File: src/verilog/adcp_pkg.sv
// Shared constants and types of the converter sample packetiser.
// Assumes an APB master with 32-bit data and an 8-bit byte address.
package adcp_pkg;
  localparam int NPIN = 8;
  localparam int PIN_W = 3;
  localparam int SMP_W = 12;
  localparam int DEST_W = 24;
  localparam int FIFO_W = PIN_W + SMP_W;
  localparam int FIFO_D = 4;
  // Register map, byte addresses
  localparam logic [7:0] OFF_PIN0 = 8'h00;
  localparam logic [7:0] OFF_PIN7 = 8'h1c;
  localparam logic [7:0] OFF_GEN = 8'h20;
  // Field positions
  localparam int PIN_EN_B = 0;
  localparam int PIN_DEST_LSB = 8;
  localparam int GEN_EN_B = 0;
  localparam int GEN_CAL_B = 1;
  localparam int GEN_SPP_LSB = 8;
  localparam int GEN_WID_LSB = 16;
  localparam int GEN_DROP_B = 24;
  // Reset values
  localparam logic [1:0] WID_RST = 2'h1;
  localparam logic [7:0] SPP_RST = 8'h01;
  localparam logic DROP_RST = 1'h1;
  // Sample width codes; code equals bytes per sample minus one
  localparam logic [1:0] WID_8 = 2'h0;
  localparam logic [1:0] WID_16 = 2'h1;
  localparam logic [1:0] WID_RSV = 2'h2;
  localparam logic [1:0] WID_32 = 2'h3;
  localparam logic [2:0] CAL_PULSES = 3'h6;
  localparam logic [2:0] LAST_PIN = 3'h7;
  localparam logic [7:0] END_TOKEN = 8'h01;
  localparam int PAD_W = 32 - SMP_W;

  typedef enum logic [3:0] {
    CV_IDLE = 4'h1,
    CV_SCAN = 4'h2,
    CV_WAIT = 4'h4,
    CV_PUSH = 4'h8
  } adcp_cv_e;

  typedef enum logic [3:0] {
    TX_IDLE = 4'h1,
    TX_DATA = 4'h2,
    TX_END = 4'h4,
    TX_FLUSH = 4'h8
  } adcp_tx_e;
endpackage : adcp_pkg

File: src/verilog/adcp_fifo.sv
// Small synchronous FIFO between conversion and packet output.
// Assumes one clock; ce low freezes it.
`timescale 1ns/100ps
module adcp_fifo #(
  parameter int W = 15,
  parameter int D = 4
) (
  input wire logic pclk,
  input wire logic presetn,
  input wire logic ce,
  input wire logic in_valid,
  output logic in_ready,
  input wire logic [W-1:0] in_data,
  output logic out_valid,
  input wire logic out_ready,
  output logic [W-1:0] out_data
);
  localparam int AW = (D > 1) ? $clog2(D) : 1;
  localparam int CW = $clog2(D + 1);
  typedef struct packed {
    logic [D-1:0][W-1:0] mem;
    logic [AW-1:0] wp;
    logic [AW-1:0] rp;
    logic [CW-1:0] cnt;
  } adcp_fifo_s;
  adcp_fifo_s r;
  adcp_fifo_s n;
  logic push;
  logic pop;

  assign in_ready = (r.cnt != CW'(D));
  assign out_valid = (r.cnt != '0);
  assign out_data = r.mem[r.rp];
  assign push = in_valid & in_ready;
  assign pop = out_valid & out_ready;

  always_comb
  begin
    n = r;
    if (push)
    begin
      n.mem[r.wp] = in_data;
      n.wp = (r.wp == AW'(D - 1)) ? '0 : r.wp + AW'(1);
    end
    if (pop)
      n.rp = (r.rp == AW'(D - 1)) ? '0 : r.rp + AW'(1);
    if (push & ~pop)
      n.cnt = r.cnt + CW'(1);
    else if (pop & ~push)
      n.cnt = r.cnt - CW'(1);
  end

  always_ff @(posedge pclk or negedge presetn)
  begin
    if (!presetn)
      r <= '0;
    else if (ce)
      r <= n;
  end
endmodule : adcp_fifo

File: src/verilog/adcp_ctrl.sv
// Converter control and sample packetiser with APB register access.
// Assumes a converter that answers conv_req with a conv_done pulse and
// a network sink that takes a byte when tx_valid and tx_ready are high.
//
// Contract
// - Each pin register holds the 24-bit destination in bits 31:8.
// - Pin register bit 0 enables the pin, resets to 0; bits 7:1 read zero.
// - Eight pin registers sit at byte offsets 0x00 to 0x1c.
// - A lost sample sets general bit 24, which a read of it clears.
// - Bits 17:16 pick the sample width, reset 1, code 2 is reserved.
// - Width 1 sends a left-aligned 16-bit sample, high byte first.
// - Width 3 sends a 32-bit word with low 20 bits zero, MSB first.
// - Bits 15:8 set samples per packet, reset 1; 0 closes on access.
// - General bit 1 selects the internal calibration reference.
// - While general bit 0 is set, pin registers ignore writes.
// - The first six triggers after enable only calibrate.
// - Those six calibration triggers recur on every enable 0 to 1.
`timescale 1ns/100ps
module adcp_ctrl
  import adcp_pkg::*;
(
  input wire logic pclk,
  input wire logic presetn,
  input wire logic ce,
  input wire logic psel,
  input wire logic penable,
  input wire logic pwrite,
  input wire logic [7:0] paddr,
  input wire logic [31:0] pwdata,
  output logic [31:0] prdata,
  output logic pready,
  output logic pslverr,
  input wire logic smp_trig,
  output logic conv_req,
  output logic [PIN_W-1:0] conv_pin,
  output logic conv_cal_sel,
  output logic cal_pulse,
  input wire logic conv_done,
  input wire logic [SMP_W-1:0] conv_data,
  output logic tx_valid,
  input wire logic tx_ready,
  output logic [7:0] tx_data,
  output logic tx_ctrl,
  output logic [DEST_W-1:0] tx_dest
);
  typedef struct packed {
    logic [NPIN-1:0][DEST_W-1:0] dest;
    logic [NPIN-1:0] pen;
    logic gen_en;
    logic gen_cal;
    logic [7:0] spp;
    logic [1:0] wid;
    logic drop;
    logic [31:0] prdata;
    logic pready;
    logic pslverr;
    logic [2:0] calc;
    adcp_cv_e cv;
    logic [PIN_W-1:0] scan;
    logic conv_req;
    logic cal_pulse;
    logic [SMP_W-1:0] smp;
    adcp_tx_e tx;
    logic [31:0] word;
    logic [1:0] left;
    logic [PIN_W-1:0] tpin;
    logic [NPIN-1:0][7:0] cnt;
    logic [NPIN-1:0] open;
    logic flush;
    logic tx_valid;
    logic [7:0] tx_data;
    logic tx_ctrl;
    logic [DEST_W-1:0] tx_dest;
  } adcp_st_s;

  adcp_st_s r;
  adcp_st_s n;
  logic acc;
  logic done;
  logic f_in_ready;
  logic f_out_valid;
  logic f_out_ready;
  logic [FIFO_W-1:0] f_out_data;
  logic [7:0] cnt_inc;

  function automatic logic is_pin(input logic [7:0] a);
    return (a >= OFF_PIN0) && (a <= OFF_PIN7) && (a[1:0] == 2'h0);
  endfunction : is_pin

  function automatic logic is_gen(input logic [7:0] a);
    return a == OFF_GEN;
  endfunction : is_gen

  assign acc = psel & penable;
  assign done = acc & r.pready;

  adcp_fifo #(
    .W(FIFO_W),
    .D(FIFO_D)
  ) u_fifo (
    .pclk(pclk),
    .presetn(presetn),
    .ce(ce),
    .in_valid(r.cv == CV_PUSH),
    .in_ready(f_in_ready),
    .in_data({r.scan, r.smp}),
    .out_valid(f_out_valid),
    .out_ready(f_out_ready),
    .out_data(f_out_data)
  );

  // Flush has priority so a closing access is not overtaken by data
  assign f_out_ready = (r.tx == TX_IDLE) & ~r.flush;

  always_comb
  begin
    n = r;
    cnt_inc = r.cnt[r.tpin] + 8'h01;
    n.cal_pulse = 1'b0;
    n.pready = acc & ~r.pready;

    // Read data is captured on the same edge that raises pready
    if (acc & ~r.pready)
    begin
      n.pslverr = ~(is_pin(paddr) | is_gen(paddr));
      n.prdata = '0;
      if (is_pin(paddr))
      begin
        n.prdata[31:PIN_DEST_LSB] = r.dest[paddr[4:2]];
        n.prdata[PIN_EN_B] = r.pen[paddr[4:2]];
      end
      else if (is_gen(paddr))
      begin
        n.prdata[GEN_DROP_B] = r.drop;
        n.prdata[GEN_WID_LSB +: 2] = r.wid;
        n.prdata[GEN_SPP_LSB +: 8] = r.spp;
        n.prdata[GEN_CAL_B] = r.gen_cal;
        n.prdata[GEN_EN_B] = r.gen_en;
      end
    end

    if (done & pwrite & is_pin(paddr) & ~r.gen_en)
    begin
      n.dest[paddr[4:2]] = pwdata[31:PIN_DEST_LSB];
      n.pen[paddr[4:2]] = pwdata[PIN_EN_B];
    end
    if (done & pwrite & is_gen(paddr))
    begin
      n.gen_en = pwdata[GEN_EN_B];
      if (pwdata[GEN_EN_B] & ~r.gen_en)
        n.calc = '0;
      n.gen_cal = pwdata[GEN_CAL_B];
      n.spp = pwdata[GEN_SPP_LSB +: 8];
      // Reserved width code leaves the field unchanged
      if (pwdata[GEN_WID_LSB +: 2] != WID_RSV)
        n.wid = pwdata[GEN_WID_LSB +: 2];
    end
    if (done & ~pwrite & is_gen(paddr))
      n.drop = 1'b0;

    // Conversion side
    unique case (r.cv)
      CV_IDLE:
      begin
        if (r.gen_en & smp_trig)
        begin
          if (r.calc < CAL_PULSES)
          begin
            n.calc = r.calc + 3'h1;
            n.cal_pulse = 1'b1;
          end
          else
          begin
            n.scan = '0;
            n.cv = CV_SCAN;
          end
        end
      end
      CV_SCAN:
      begin
        if (r.pen[r.scan])
        begin
          n.conv_req = 1'b1;
          n.cv = CV_WAIT;
        end
        else if (r.scan == LAST_PIN)
          n.cv = CV_IDLE;
        else
          n.scan = r.scan + 3'h1;
      end
      CV_WAIT:
      begin
        if (conv_done)
        begin
          n.conv_req = 1'b0;
          n.smp = conv_data;
          n.cv = CV_PUSH;
        end
      end
      CV_PUSH:
      begin
        // A full FIFO holds the scan here, so triggers meanwhile are lost
        if (f_in_ready)
        begin
          if (r.scan == LAST_PIN)
            n.cv = CV_IDLE;
          else
          begin
            n.scan = r.scan + 3'h1;
            n.cv = CV_SCAN;
          end
        end
      end
    endcase

    // Packet side
    unique case (r.tx)
      TX_IDLE:
      begin
        if (r.flush)
        begin
          n.flush = 1'b0;
          n.tpin = '0;
          n.tx = TX_FLUSH;
        end
        else if (f_out_valid)
        begin
          n.tpin = f_out_data[FIFO_W-1 -: PIN_W];
          // Sample is left aligned; width code gives bytes minus one
          n.word = {f_out_data[SMP_W-1:0], PAD_W'(0)};
          n.left = r.wid;
          n.tx_valid = 1'b1;
          n.tx_ctrl = 1'b0;
          n.tx_data = f_out_data[SMP_W-1 -: 8];
          n.tx_dest = r.dest[f_out_data[FIFO_W-1 -: PIN_W]];
          n.word = {f_out_data[SMP_W-9:0], PAD_W'(0), 8'h00};
          n.tx = TX_DATA;
        end
      end
      TX_DATA:
      begin
        if (tx_ready)
        begin
          if (r.left != 2'h0)
          begin
            n.tx_data = r.word[31:24];
            n.word = {r.word[23:0], 8'h00};
            n.left = r.left - 2'h1;
          end
          else if ((r.spp != 8'h00) && (cnt_inc >= r.spp))
          begin
            n.cnt[r.tpin] = 8'h00;
            n.open[r.tpin] = 1'b0;
            n.tx_ctrl = 1'b1;
            n.tx_data = END_TOKEN;
            n.tx = TX_END;
          end
          else
          begin
            n.cnt[r.tpin] = cnt_inc;
            n.open[r.tpin] = 1'b1;
            n.tx_valid = 1'b0;
            n.tx = TX_IDLE;
          end
        end
      end
      TX_END:
      begin
        if (tx_ready)
        begin
          n.tx_valid = 1'b0;
          n.tx_ctrl = 1'b0;
          n.tx = TX_IDLE;
        end
      end
      TX_FLUSH:
      begin
        if (r.tx_valid)
        begin
          if (tx_ready)
          begin
            n.tx_valid = 1'b0;
            n.tx_ctrl = 1'b0;
            n.open[r.tpin] = 1'b0;
            n.cnt[r.tpin] = 8'h00;
          end
        end
        else if (r.open[r.tpin])
        begin
          n.tx_valid = 1'b1;
          n.tx_ctrl = 1'b1;
          n.tx_data = END_TOKEN;
          n.tx_dest = r.dest[r.tpin];
        end
        else if (r.tpin == LAST_PIN)
          n.tx = TX_IDLE;
        else
          n.tpin = r.tpin + 3'h1;
      end
    endcase

    // Set after clear so a coinciding event wins
    if (done & (is_pin(paddr) | is_gen(paddr)) & (r.spp == 8'h00))
      n.flush = 1'b1;
    if (r.gen_en & smp_trig & (r.calc >= CAL_PULSES) & (r.cv != CV_IDLE))
      n.drop = 1'b1;
  end

  always_ff @(posedge pclk or negedge presetn)
  begin
    if (!presetn)
    begin
      r <= '0;
      r.wid <= WID_RST;
      r.spp <= SPP_RST;
      r.drop <= DROP_RST;
      r.cv <= CV_IDLE;
      r.tx <= TX_IDLE;
    end
    else if (ce)
      r <= n;
  end

  assign prdata = r.prdata;
  assign pready = r.pready;
  assign pslverr = r.pslverr;
  assign conv_req = r.conv_req;
  assign conv_pin = r.scan;
  assign conv_cal_sel = r.gen_cal;
  assign cal_pulse = r.cal_pulse;
  assign tx_valid = r.tx_valid;
  assign tx_data = r.tx_data;
  assign tx_ctrl = r.tx_ctrl;
  assign tx_dest = r.tx_dest;
endmodule : adcp_ctrl

File: config.mk
export PLATFORM = sky130hd
export DESIGN_NAME = adcp_ctrl
export DESIGN_NICKNAME = d
export VERILOG_FILES = /design/src/verilog/adcp_pkg.sv /design/src/verilog/adcp_fifo.sv /design/src/verilog/adcp_ctrl.sv
export SDC_FILE = /design/constraint.sdc
export NUM_CORES = 1
export LEC_CHECK = 0
export BUFFER_PORTS_ARGS = -buffer_cell sky130_fd_sc_hd__clkbuf_2
export CAP_MARGIN = 20
export CORE_MARGIN = 3
export CORE_UTILIZATION = 60
export DETAILED_ROUTE_END_ITERATION = 10
export GPL_ROUTABILITY_DRIVEN = 0
export PLACE_DENSITY = 0.79
export SETUP_SLACK_MARGIN = 0.4
export SLEW_MARGIN = 30
export SYNTH_ARGS = -nofsm -noshare
export SYNTH_HDL_FRONTEND = slang
export SYNTH_SLANG_ARGS = --single-unit
File: constraint.sdc
create_clock -name pclk -period 12.5 [get_ports pclk]
set_clock_uncertainty 0.2 [all_clocks]
set_input_delay 1.875 -clock pclk [delete_from_list [all_inputs] [get_ports pclk]]
set_output_delay 1.875 -clock pclk [all_outputs]
set_load 0.02 [all_outputs]
Word-level counts from Yosys, hierarchy flattened

Cells that the tools add are included.

Input port bits: 61
Register bits: 480
Output and inout bits: 74
Word-level logic and storage cells: 298

Muxes and demuxes: 112
Reduce and logical (&&, ||, !) cells: 41
Order comparisons: 14
$add $sub $neg: 9
Bitwise gates (word level): 33
Equal/unequal tests: 41

Operators by type and width:

| kind                 | count |
|---|---|
| $mux W72             | 5 |
| $bmux W24 S3         | 3 |
| $bwmux W192          | 1 |
| $mux W34             | 5 |
| $pmux W72 S2         | 1 |
| $mux W24             | 5 |
| $demux W24 S3        | 1 |
| $pmux W34 S2         | 1 |
| $and A64 B64 Y64     | 1 |
| $bwmux W64           | 1 |
| $not A64 Y64         | 1 |
| $bwmux W60           | 1 |
| $pmux W24 S2         | 1 |
| $ne A2 B2 Y1 const B | 21 |
| $mux W41             | 1 |
| $mux W10             | 4 |
| $mux W3              | 13 |
| $mux W38             | 1 |
| $mux W4              | 9 |
| $reduce_and A6 Y1    | 6 |
| $mux W8              | 4 |
| $pmux W4 S4          | 2 |
| $bmux W15 S2         | 1 |
| $demux W15 S2        | 1 |
| 58 further kinds     | 160 |

Longest topological paths before layout

Gate-level depths: netlist of run 1.

Depth after elaboration: 10
Gate-level depth with buffers: 19
Mapped depth without buffers: 15

Modules after synthesis

Synthesis of run 1 repeated with hierarchy kept, for this count alone.

Cell total of the unflattened synthesis: 2113
Area, all modules: 24573.6 sq um

By module, submodules not included:

| module    | cells each | area an instance (sq um) | times used | seq. area each (sq um) |
|---|---|---|---|---|
| adcp_ctrl | 1929       | 21506.9                  | 1          | 9640.5 |
| adcp_fifo | 184        | 3066.7                   | 1          | 1676.6 |

Least setup slack after synthesis of run 1

Ideal clock, no wire load.

Kind: register -> register
Start point: register r[109] (netlist name)
End point: register r (netlist bit tx_data[0])
Period minus slack after synthesis: 4.775 ns
Path buffers: 0
Setup time: 0.125 ns
Stages on the path, launching flop included: 16
Data required time: 12.175 ns
Data arrival time: 4.451 ns
Slack: 7.725 ns
Cells stage by stage: dfrtp_1 mux2_1 mux4_2 or3_4 ha_1 inv_1 nor3_1 xnor2_1 inv_1 ha_1 a21o_1 a211o_1 o221ai_1 nor2_1 o311ai_4 mux2_2

Word-level cells in the longest chain between the ends: 7
Elaborated cells between the ends (all ways): 10
Classes of those cells: add/sub: 1; order compare: 1; eq/ne: 2; mux: 4; reduce/logical: 2

RTL lines:

| what                            | line             | source |
|---|---|---|
| start: declaration              | adcp_ctrl.sv:76  | `adcp_st_s r;` |
| start signal: assignment        | adcp_ctrl.sv:321 | `r <= n;` |
| $bmux W8 S3                     | adcp_ctrl.sv:118 | `cnt_inc = r.cnt[r.tpin] + 8'h01;` |
| $mux W8 (not written as such)   | adcp_ctrl.sv:118 |  |
| $add A8 B1 Y8                   | adcp_ctrl.sv:118 |  |
| $ge A8 B8 Y1                    | adcp_ctrl.sv:250 | `else if ((r.spp != 8'h00) && (cnt_inc >= r.spp))` |
| $logic_and A1 B1 Y1             | adcp_ctrl.sv:250 |  |
| $ne A3 B3 Y1 (no line)          | n/a              |  |
| $reduce_and A8 Y1 (no line) (*) | n/a              |  |

Every way passes the cells marked *; elsewhere a longest branch is shown, timed or not. The select of a mux whose other input is x is not followed.
A chain may end at the register's enable or synchronous reset.

Final worst setup path of run 1

Start point: register r[108] (netlist name)
End point: register r (netlist bit tx_data[5])

The elaborated chain is that of the path after synthesis.

==> results.yml, run 1 <==
drt:
  highest-signal-layer: "met5"
  dr.pass1.iters: 8
  drc: 0
  via_per_inst: 6.85
  ant_nets: 0
  dr_wl_met3_um: 6450
  vias: 18400
  drt_iter0_markers: 2191
  wirelength_um: 67900
  dr_wl_met2_um: 31300
  wl_per_cell_um: 25.2
  wl_met1_um: 26800
pwr:
  clkPwrFrac_pct: 34.9
  p_leak_nw: 12.4
  ir_drop_uv: 104
  p_int_mw: 2.69
  switching_share_pct: 32.9
  p_seq_share_pct: 42.3
  switchingPower_mw: 1.32
  p_per_area_mw_per_mm2: 151
  power_frac_comb_pct: 22.8
logic_synthesis:
  synth-seq-cells: 452
  synth_area_per_cell_um2: 11.6
  yosysSeqAreaShare_pct: 46.0
  yosysWarnings: 0
  synth_flop_cell: "dfrtp_1"
  async_flop_share_pct: 100
  synthDistinctLibCells: 87
  synth_edf_count: 0
  syn-instance-count: 2125
  syn-cell-area_mm2: 0.0246
timing:
  min_period_ns: 6.33
  worst_slack_ns: 6.17
  fmax_mhz: 158
  hold_viol: 0
  relSlewSlack_pct: 28.5
  rsz0062_at_grt: "false"
  fin_crit_sh_pct: 50.6
  setup_violations: 0
  tightestPinTransition_ns: 1.07
  maxSlewViolCount: 0
  setup_tns_ns: 0
  hold-worst-slack_ns: 0.275
final_layout:
  nets: 2210
  nFillCells: 2984
  area_delta_synth_final_pct: 8.39
  final_common_cell: "dfrtp_1"
  final_core_utilization_pct: 66.5
  final_cell_mix: "dfrtp_1 (444), mux2_2 (354), nand2_1 (187), mux2i_1 (160), clkbuf_2 (120)"
  layout-drive-gt1-share_pct: 31.9
setup_path:
  crit_path_top_delay_cell: "dfrtp_2"
  end_kind: "flop"
  cp.required_ns: 12.78
  cp_max_fo: 33
  slowest_delay_ns: 0.85
  crit_chain: "clkinv_1 > mux4_2 > or3_4 > ha_1 > inv_1 > nor3_1 > xnor2_1 > inv_1 > ha_1 > a21o_1 > a211o_1 > o221ai_1 > nor2_1 > o311ai_4 > mux2_2"
  critPathKind: "flop to flop"
  critPathLaunchType: "flop"
  arrival_ns: 6.61
cts:
  clock-sinks: 452
  clock-root-buffer: "clkbuf_16"
  cts_tree: "built"
  htreeDepth: 2
  postCtsResizedCells: 0
  holdBufCountCts: 0
  path_clk_slew_ns: 0.06
  post_cts.repair.setup_buffers: 0
  cts_buffers: 48
  cts_max_path_buffers: 3
  clock_latency_ns: 0.61
global_routing:
  grt_pass1_vias: 18700
  grt-ovfl-total: 0
  antenna_found_initial: 7
  grt_pass1_wl_um: 105000
  grt_max_degree: 119
  grt.total_usage_pct: 30.8
floorplanning:
  coreArea_mm2: 0.0401
  num_io_pins: 135
  initial_core_util_pct: 61.3
  die_area_mm2: 0.0434
  num_rows: 73
  die_y_um: 208
  die_x_um: 208
placed_design:
  io_buffers: 122
  dp_slack_ns: 6.14
  dpl.hpwl_um: 42500
outcome:
  status: "finished clean"
run:
  maxCapViolCount: 0
hold_path:
  hp-class: "flop to flop"
-- synthesized netlist by cell type (15+ instances only) --
master | n | area, µm²
a21oi_1 | 62 | 310
a221oi_1 | 43 | 377
a22oi_1 | 55 | 413
a31oi_1 | 15 | 93.8
buf_2 | 43 | 215
buf_4 | 75 | 563
clkbuf_1 | 75 | 282
dfrtp_1 | 447 | 11200
ha_1 | 21 | 263
inv_1 | 29 | 109
mux2_2 | 354 | 3990
mux2i_1 | 160 | 1600
mux4_2 | 52 | 1170
nand2_1 | 188 | 706
nand3_1 | 22 | 110
nor2_1 | 111 | 417
nor2b_1 | 18 | 113
o21ai_0 | 85 | 425
o22ai_1 | 19 | 119
-- registers in the layout, summed over array words and instances, names as in the netlist, 3 cells and up, named ones only --
register and count:
tx_data 8, u_fifo.r 67, r 309, conv_pin 3, tx_dest 24, prdata 26
-- through the flow --
stage	cell area, µm²	total power, mW	std cells
3_5_place_dp	25000	2.62	2601
2_1_floorplan	24600	2.37	2130
6_report	26600	4.01	2694
5_1_grt	26600	4.16	2693
3_3_place_gp	25000	2.59	2601
4_1_cts	26600	4.01	2689
-- power by group through the flow --
stage	combinational, mW	sequential [mW]	clock [mW]
after floorplan	0.744	1.63	0
after global placement	0.877	1.72	0
after detailed placement	0.897	1.72	0
after CTS	0.900	1.70	1.41
after global routing	0.976	1.71	1.48
final	0.913	1.70	1.40
-- cell type report --
cell class	instances	area, µm²	area share [%]
multi-input cells	1437	12100	45.3
flip-flops and latches	452	11300	42.5
clock buffers	77	1470	5.52
repair buffers	157	917	3.44
well taps	525	657	2.47
inverters	31	116	0.437
clock inverters	11	91.3	0.343
diodes	4	10.0	0.0376
-- per-layer routing --
layer / global-route usage (%) / vias up
li1: - / 7852
met1: 41.1 / 9311
met2: 47.6 / 1015
met3: 6.82 / 256
met4: 15.9 / 8
met5: 0.667 / -
-- final timing paths --
kind	end	depth (start not counted)	slack (ns)	start
max in group asynchronous	r[109]	4	8.93	presetn
min in group asynchronous	r[312]	1	1.00	presetn
min reg2reg	u_fifo.r[36]	2	0.28	u_fifo.r[36]
min	u_fifo.r[36]	2	0.28	u_fifo.r[36]
max reg2reg	tx_data[5]	15	6.17	r[108]
max	tx_data[5]	15	6.17	r[108]
-- critical path: cells and delay by family (launching register included) --
kind,cells,cell delay [ns]
AOI/OAI and AO/OA,4,1.45
muxes,2,0.89
buffers and inverters,3,0.88
DFF,1,0.85
and+or+nand+nor,3,0.75
xor gates and xnor gates,1,0.63
adders and majority gates,2,0.54
-- logic make-up (layout without fill, tap and decap cells) --
logic type | count (synthesis) | count (layout) | share of synthesized area (%)
mux | 568 | 568 | 27.6
flops | 452 | 452 | 46.0
simple gates | 428 | 428 | 8.23
compound gates | 406 | 406 | 11.5
buf+inv | 241 | 276 | 5.17
fa+ha+maj | 22 | 22 | 1.15
xor+xnor | 7 | 7 | 0.280
other cells | 1 | 10 | 0.0153
Note: power is estimated with default switching activity, not from simulation.
==> run 2: changes to the inputs <==
--- a/config.mk
+++ b/config.mk
@@ -8,10 +8,10 @@
 export BUFFER_PORTS_ARGS = -buffer_cell sky130_fd_sc_hd__clkbuf_2
 export CAP_MARGIN = 20
 export CORE_MARGIN = 3
-export CORE_UTILIZATION = 60
+export CORE_UTILIZATION = 56
 export DETAILED_ROUTE_END_ITERATION = 10
 export GPL_ROUTABILITY_DRIVEN = 0
-export PLACE_DENSITY = 0.79
+export PLACE_DENSITY = 0.77
 export SETUP_SLACK_MARGIN = 0.4
 export SLEW_MARGIN = 30
 export SYNTH_ARGS = -nofsm -noshare
==> constraint.sdc (replaced) <==
create_clock -name pclk -period 5.39 [get_ports pclk]
set_clock_uncertainty 0.2 [all_clocks]
set_input_delay 0.8085 -clock pclk [delete_from_list [all_inputs] [get_ports pclk]]
set_output_delay 0.8085 -clock pclk [all_outputs]
set_load 0.02 [all_outputs]
==> results.yml, run 2 (synthesized netlist as in run 1, its figures left out) <==
pwr:
  power.total_mw: 9.73
  p_int_mw: 6.55
  switching_share_pct: 32.6
  power_frac_comb_pct: 24.5
  switchingPower_mw: 3.18
  p_leak_nw: 12.5
  p_per_area_mw_per_mm2: 359
  ir_drop_uv: 307
  clkPwrFrac_pct: 35.9
  p_seq_share_pct: 39.6
floorplanning:
  num_io_pins: 135
  initial_core_util_pct: 56.8
  die_y_um: 216
  coreArea_mm2: 0.0433
  die_area_mm2: 0.0464
  die_x_um: 216
  num_rows: 76
final_layout:
  layout-drive-gt1-share_pct: 32.9
  register_area_mm2: 0.0113
  largest_reg_flops: 309
  nets: 2234
  final_cell_mix: "dfrtp_1 (444), mux2_2 (354), nand2_1 (188), mux2i_1 (160), clkbuf_2 (120)"
  top_register: "r"
  area_delta_synth_final_pct: 10.2
  nFillCells: 3314
  instances_no_fill: 2775
  final_core_utilization_pct: 62.6
  final_common_cell: "dfrtp_1"
  multi_input_area_mm2: 0.0121
setup_path:
  startpoint: "r[109]"
  r2r_start: "r[109]"
  path_buf_inv: 4
  critPathKind: "flop to flop"
  cp.required_ns: 5.68
  worst_path_most_repeated_cell: "buf_4"
  crit_path_top_delay_cell: "dfrtp_4"
  crit_chain: "buf_4 > buf_4 > nor2_1 > a22oi_1 > o211ai_1 > nor4b_2 > xnor2_2 > inv_1 > ha_1 > a211o_1 > a211oi_4 > nor2_2 > o311ai_4 > buf_6 > mux2_2"
  slowest_delay_ns: 0.50
  critPathTopFamily: "compound AO/OA/AOI/OAI gates"
  critPathLaunchType: "flop"
  end_kind: "flop"
  cp_max_fo: 30
  arrival_ns: 5.11
drt:
  dr.pass1.iters: 8
  wirelength_um: 70400
  dr_wl_met2_um: 32200
  via_per_inst: 6.68
  ant_nets: 0
  vias: 18500
  wl_per_cell_um: 25.4
  drt_iter0_markers: 2285
  highest-signal-layer: "met5"
  dr_wl_met3_um: 7270
  wl_met1_um: 27400
  drc: 0
cts:
  htreeDepth: 2
  cts_tree: "built"
  cts_buffers: 48
  clock_latency_ns: 0.61
  clock-sinks: 452
  clock-root-buffer: "clkbuf_16"
  cts_max_path_buffers: 3
  path_clk_slew_ns: 0.06
hold_path:
  hp-class: "input pin to flop"
  min_from: "conv_data[2]"
placed_design:
  dpl.hpwl_um: 45500
  placed_cells: 2681
  io_buffers: 122
global_routing:
  grt.total_usage_pct: 29.9
  grt_pass1_wl_um: 109000
  grt-ovfl-total: 0
  grt_max_degree: 154
  grt_pass1_vias: 18700
  antenna_found_initial: 5
timing:
  fmax_mhz: 207
  hold_viol: 0
  setup_violations: 0
  min_period_ns: 4.82
  relSlewSlack_pct: 29.3
  setup_tns_ns: 0
  maxSlewViolCount: 0
  tightestPinTransition_ns: 1.06
  hold-worst-slack_ns: 0.240
  fin_crit_sh_pct: 89.4
  rsz0062_at_grt: "false"
outcome:
  status: "finished clean"
run:
  maxCapViolCount: 0
run 2: cell types whose count changed in the layout (fill, tap and decap cells not counted), sizes merged, moves of 2 or more:
cell,change
buf,+23
bufinv,+6
clkbuf,-9
clkinv,-2
clkinvlp,+3
run 2: timing repair:
item                                   4_1_cts  5_1_grt
hold buffers                                 1        0
endpoints found under the hold margin       62        0
setup buffers                                0        4
resized for setup                            1        7
setup endpoints to repair                   13       60
pin swaps                                    0        4
run 2: worst register-to-register path: cells and delay by family, from the launching register on:
family | cells | cell delay (ns)
mux | 1 | 0.34
fa+ha+maj | 1 | 0.30
xor+xnor | 1 | 0.17
buf+inv | 4 | 0.91
flops | 1 | 0.50
compound gates | 5 | 1.36
simple gates | 3 | 0.93
run 2: final timing paths:
path,slack (ns),cells after the start,to
worst min register to register,0.28,2,prdata[28]
worst min-delay path,0.24,2,r[150]
worst max-delay path,0.57,15,tx_data[5]
max in group asynchronous,3.16,3,prdata[31]
min in group asynchronous,0.55,2,r[362]
worst max register to register,0.57,15,tx_data[5]
run 2: layer usage:
metal | up-vias | GRT usage (%)
met1 | 9349 | 39.5
met4 | 4 | 14.0
met2 | 1090 | 46.8
met3 | 253 | 7.38
li1 | 7845 | -
met5 | - | 0
run 2: final cells by class:
| cell class | instances | share of cell area [%] |
|---|---|---|
| timing repair buffer | 181 | 4.16 |
| multi-input combinational | 1437 | 44.7 |
| clock buffer | 68 | 5.12 |
| tap | 585 | 2.70 |
| inverter | 31 | 0.430 |
| clock inverter | 18 | 1.05 |
| antenna | 3 | 0.0277 |
| sequential | 452 | 41.8 |
run 2: per-stage QoR:
step	setup WS, ns	cell area, µm²
2_1_floorplan	0.615	24600
3_3_place_gp	0.495	25300
3_5_place_dp	0.421	25300
4_1_cts	0.421	27000
5_1_grt	0.441	27100
6_report	0.569	27100
run 2: power groups by stage:
| stage | Clock, mW | Sequential [mW] | Combinational [mW] |
|---|---|---|---|
| 6_report | 3.49 | 3.86 | 2.38 |
| 5_1_grt | 3.68 | 3.89 | 2.52 |
| 4_1_cts | 3.54 | 3.86 | 2.25 |
| 3_5_place_dp | 0 | 3.92 | 2.24 |
| 3_3_place_gp | 0 | 3.91 | 2.19 |
| 2_1_floorplan | 0 | 3.78 | 1.72 |
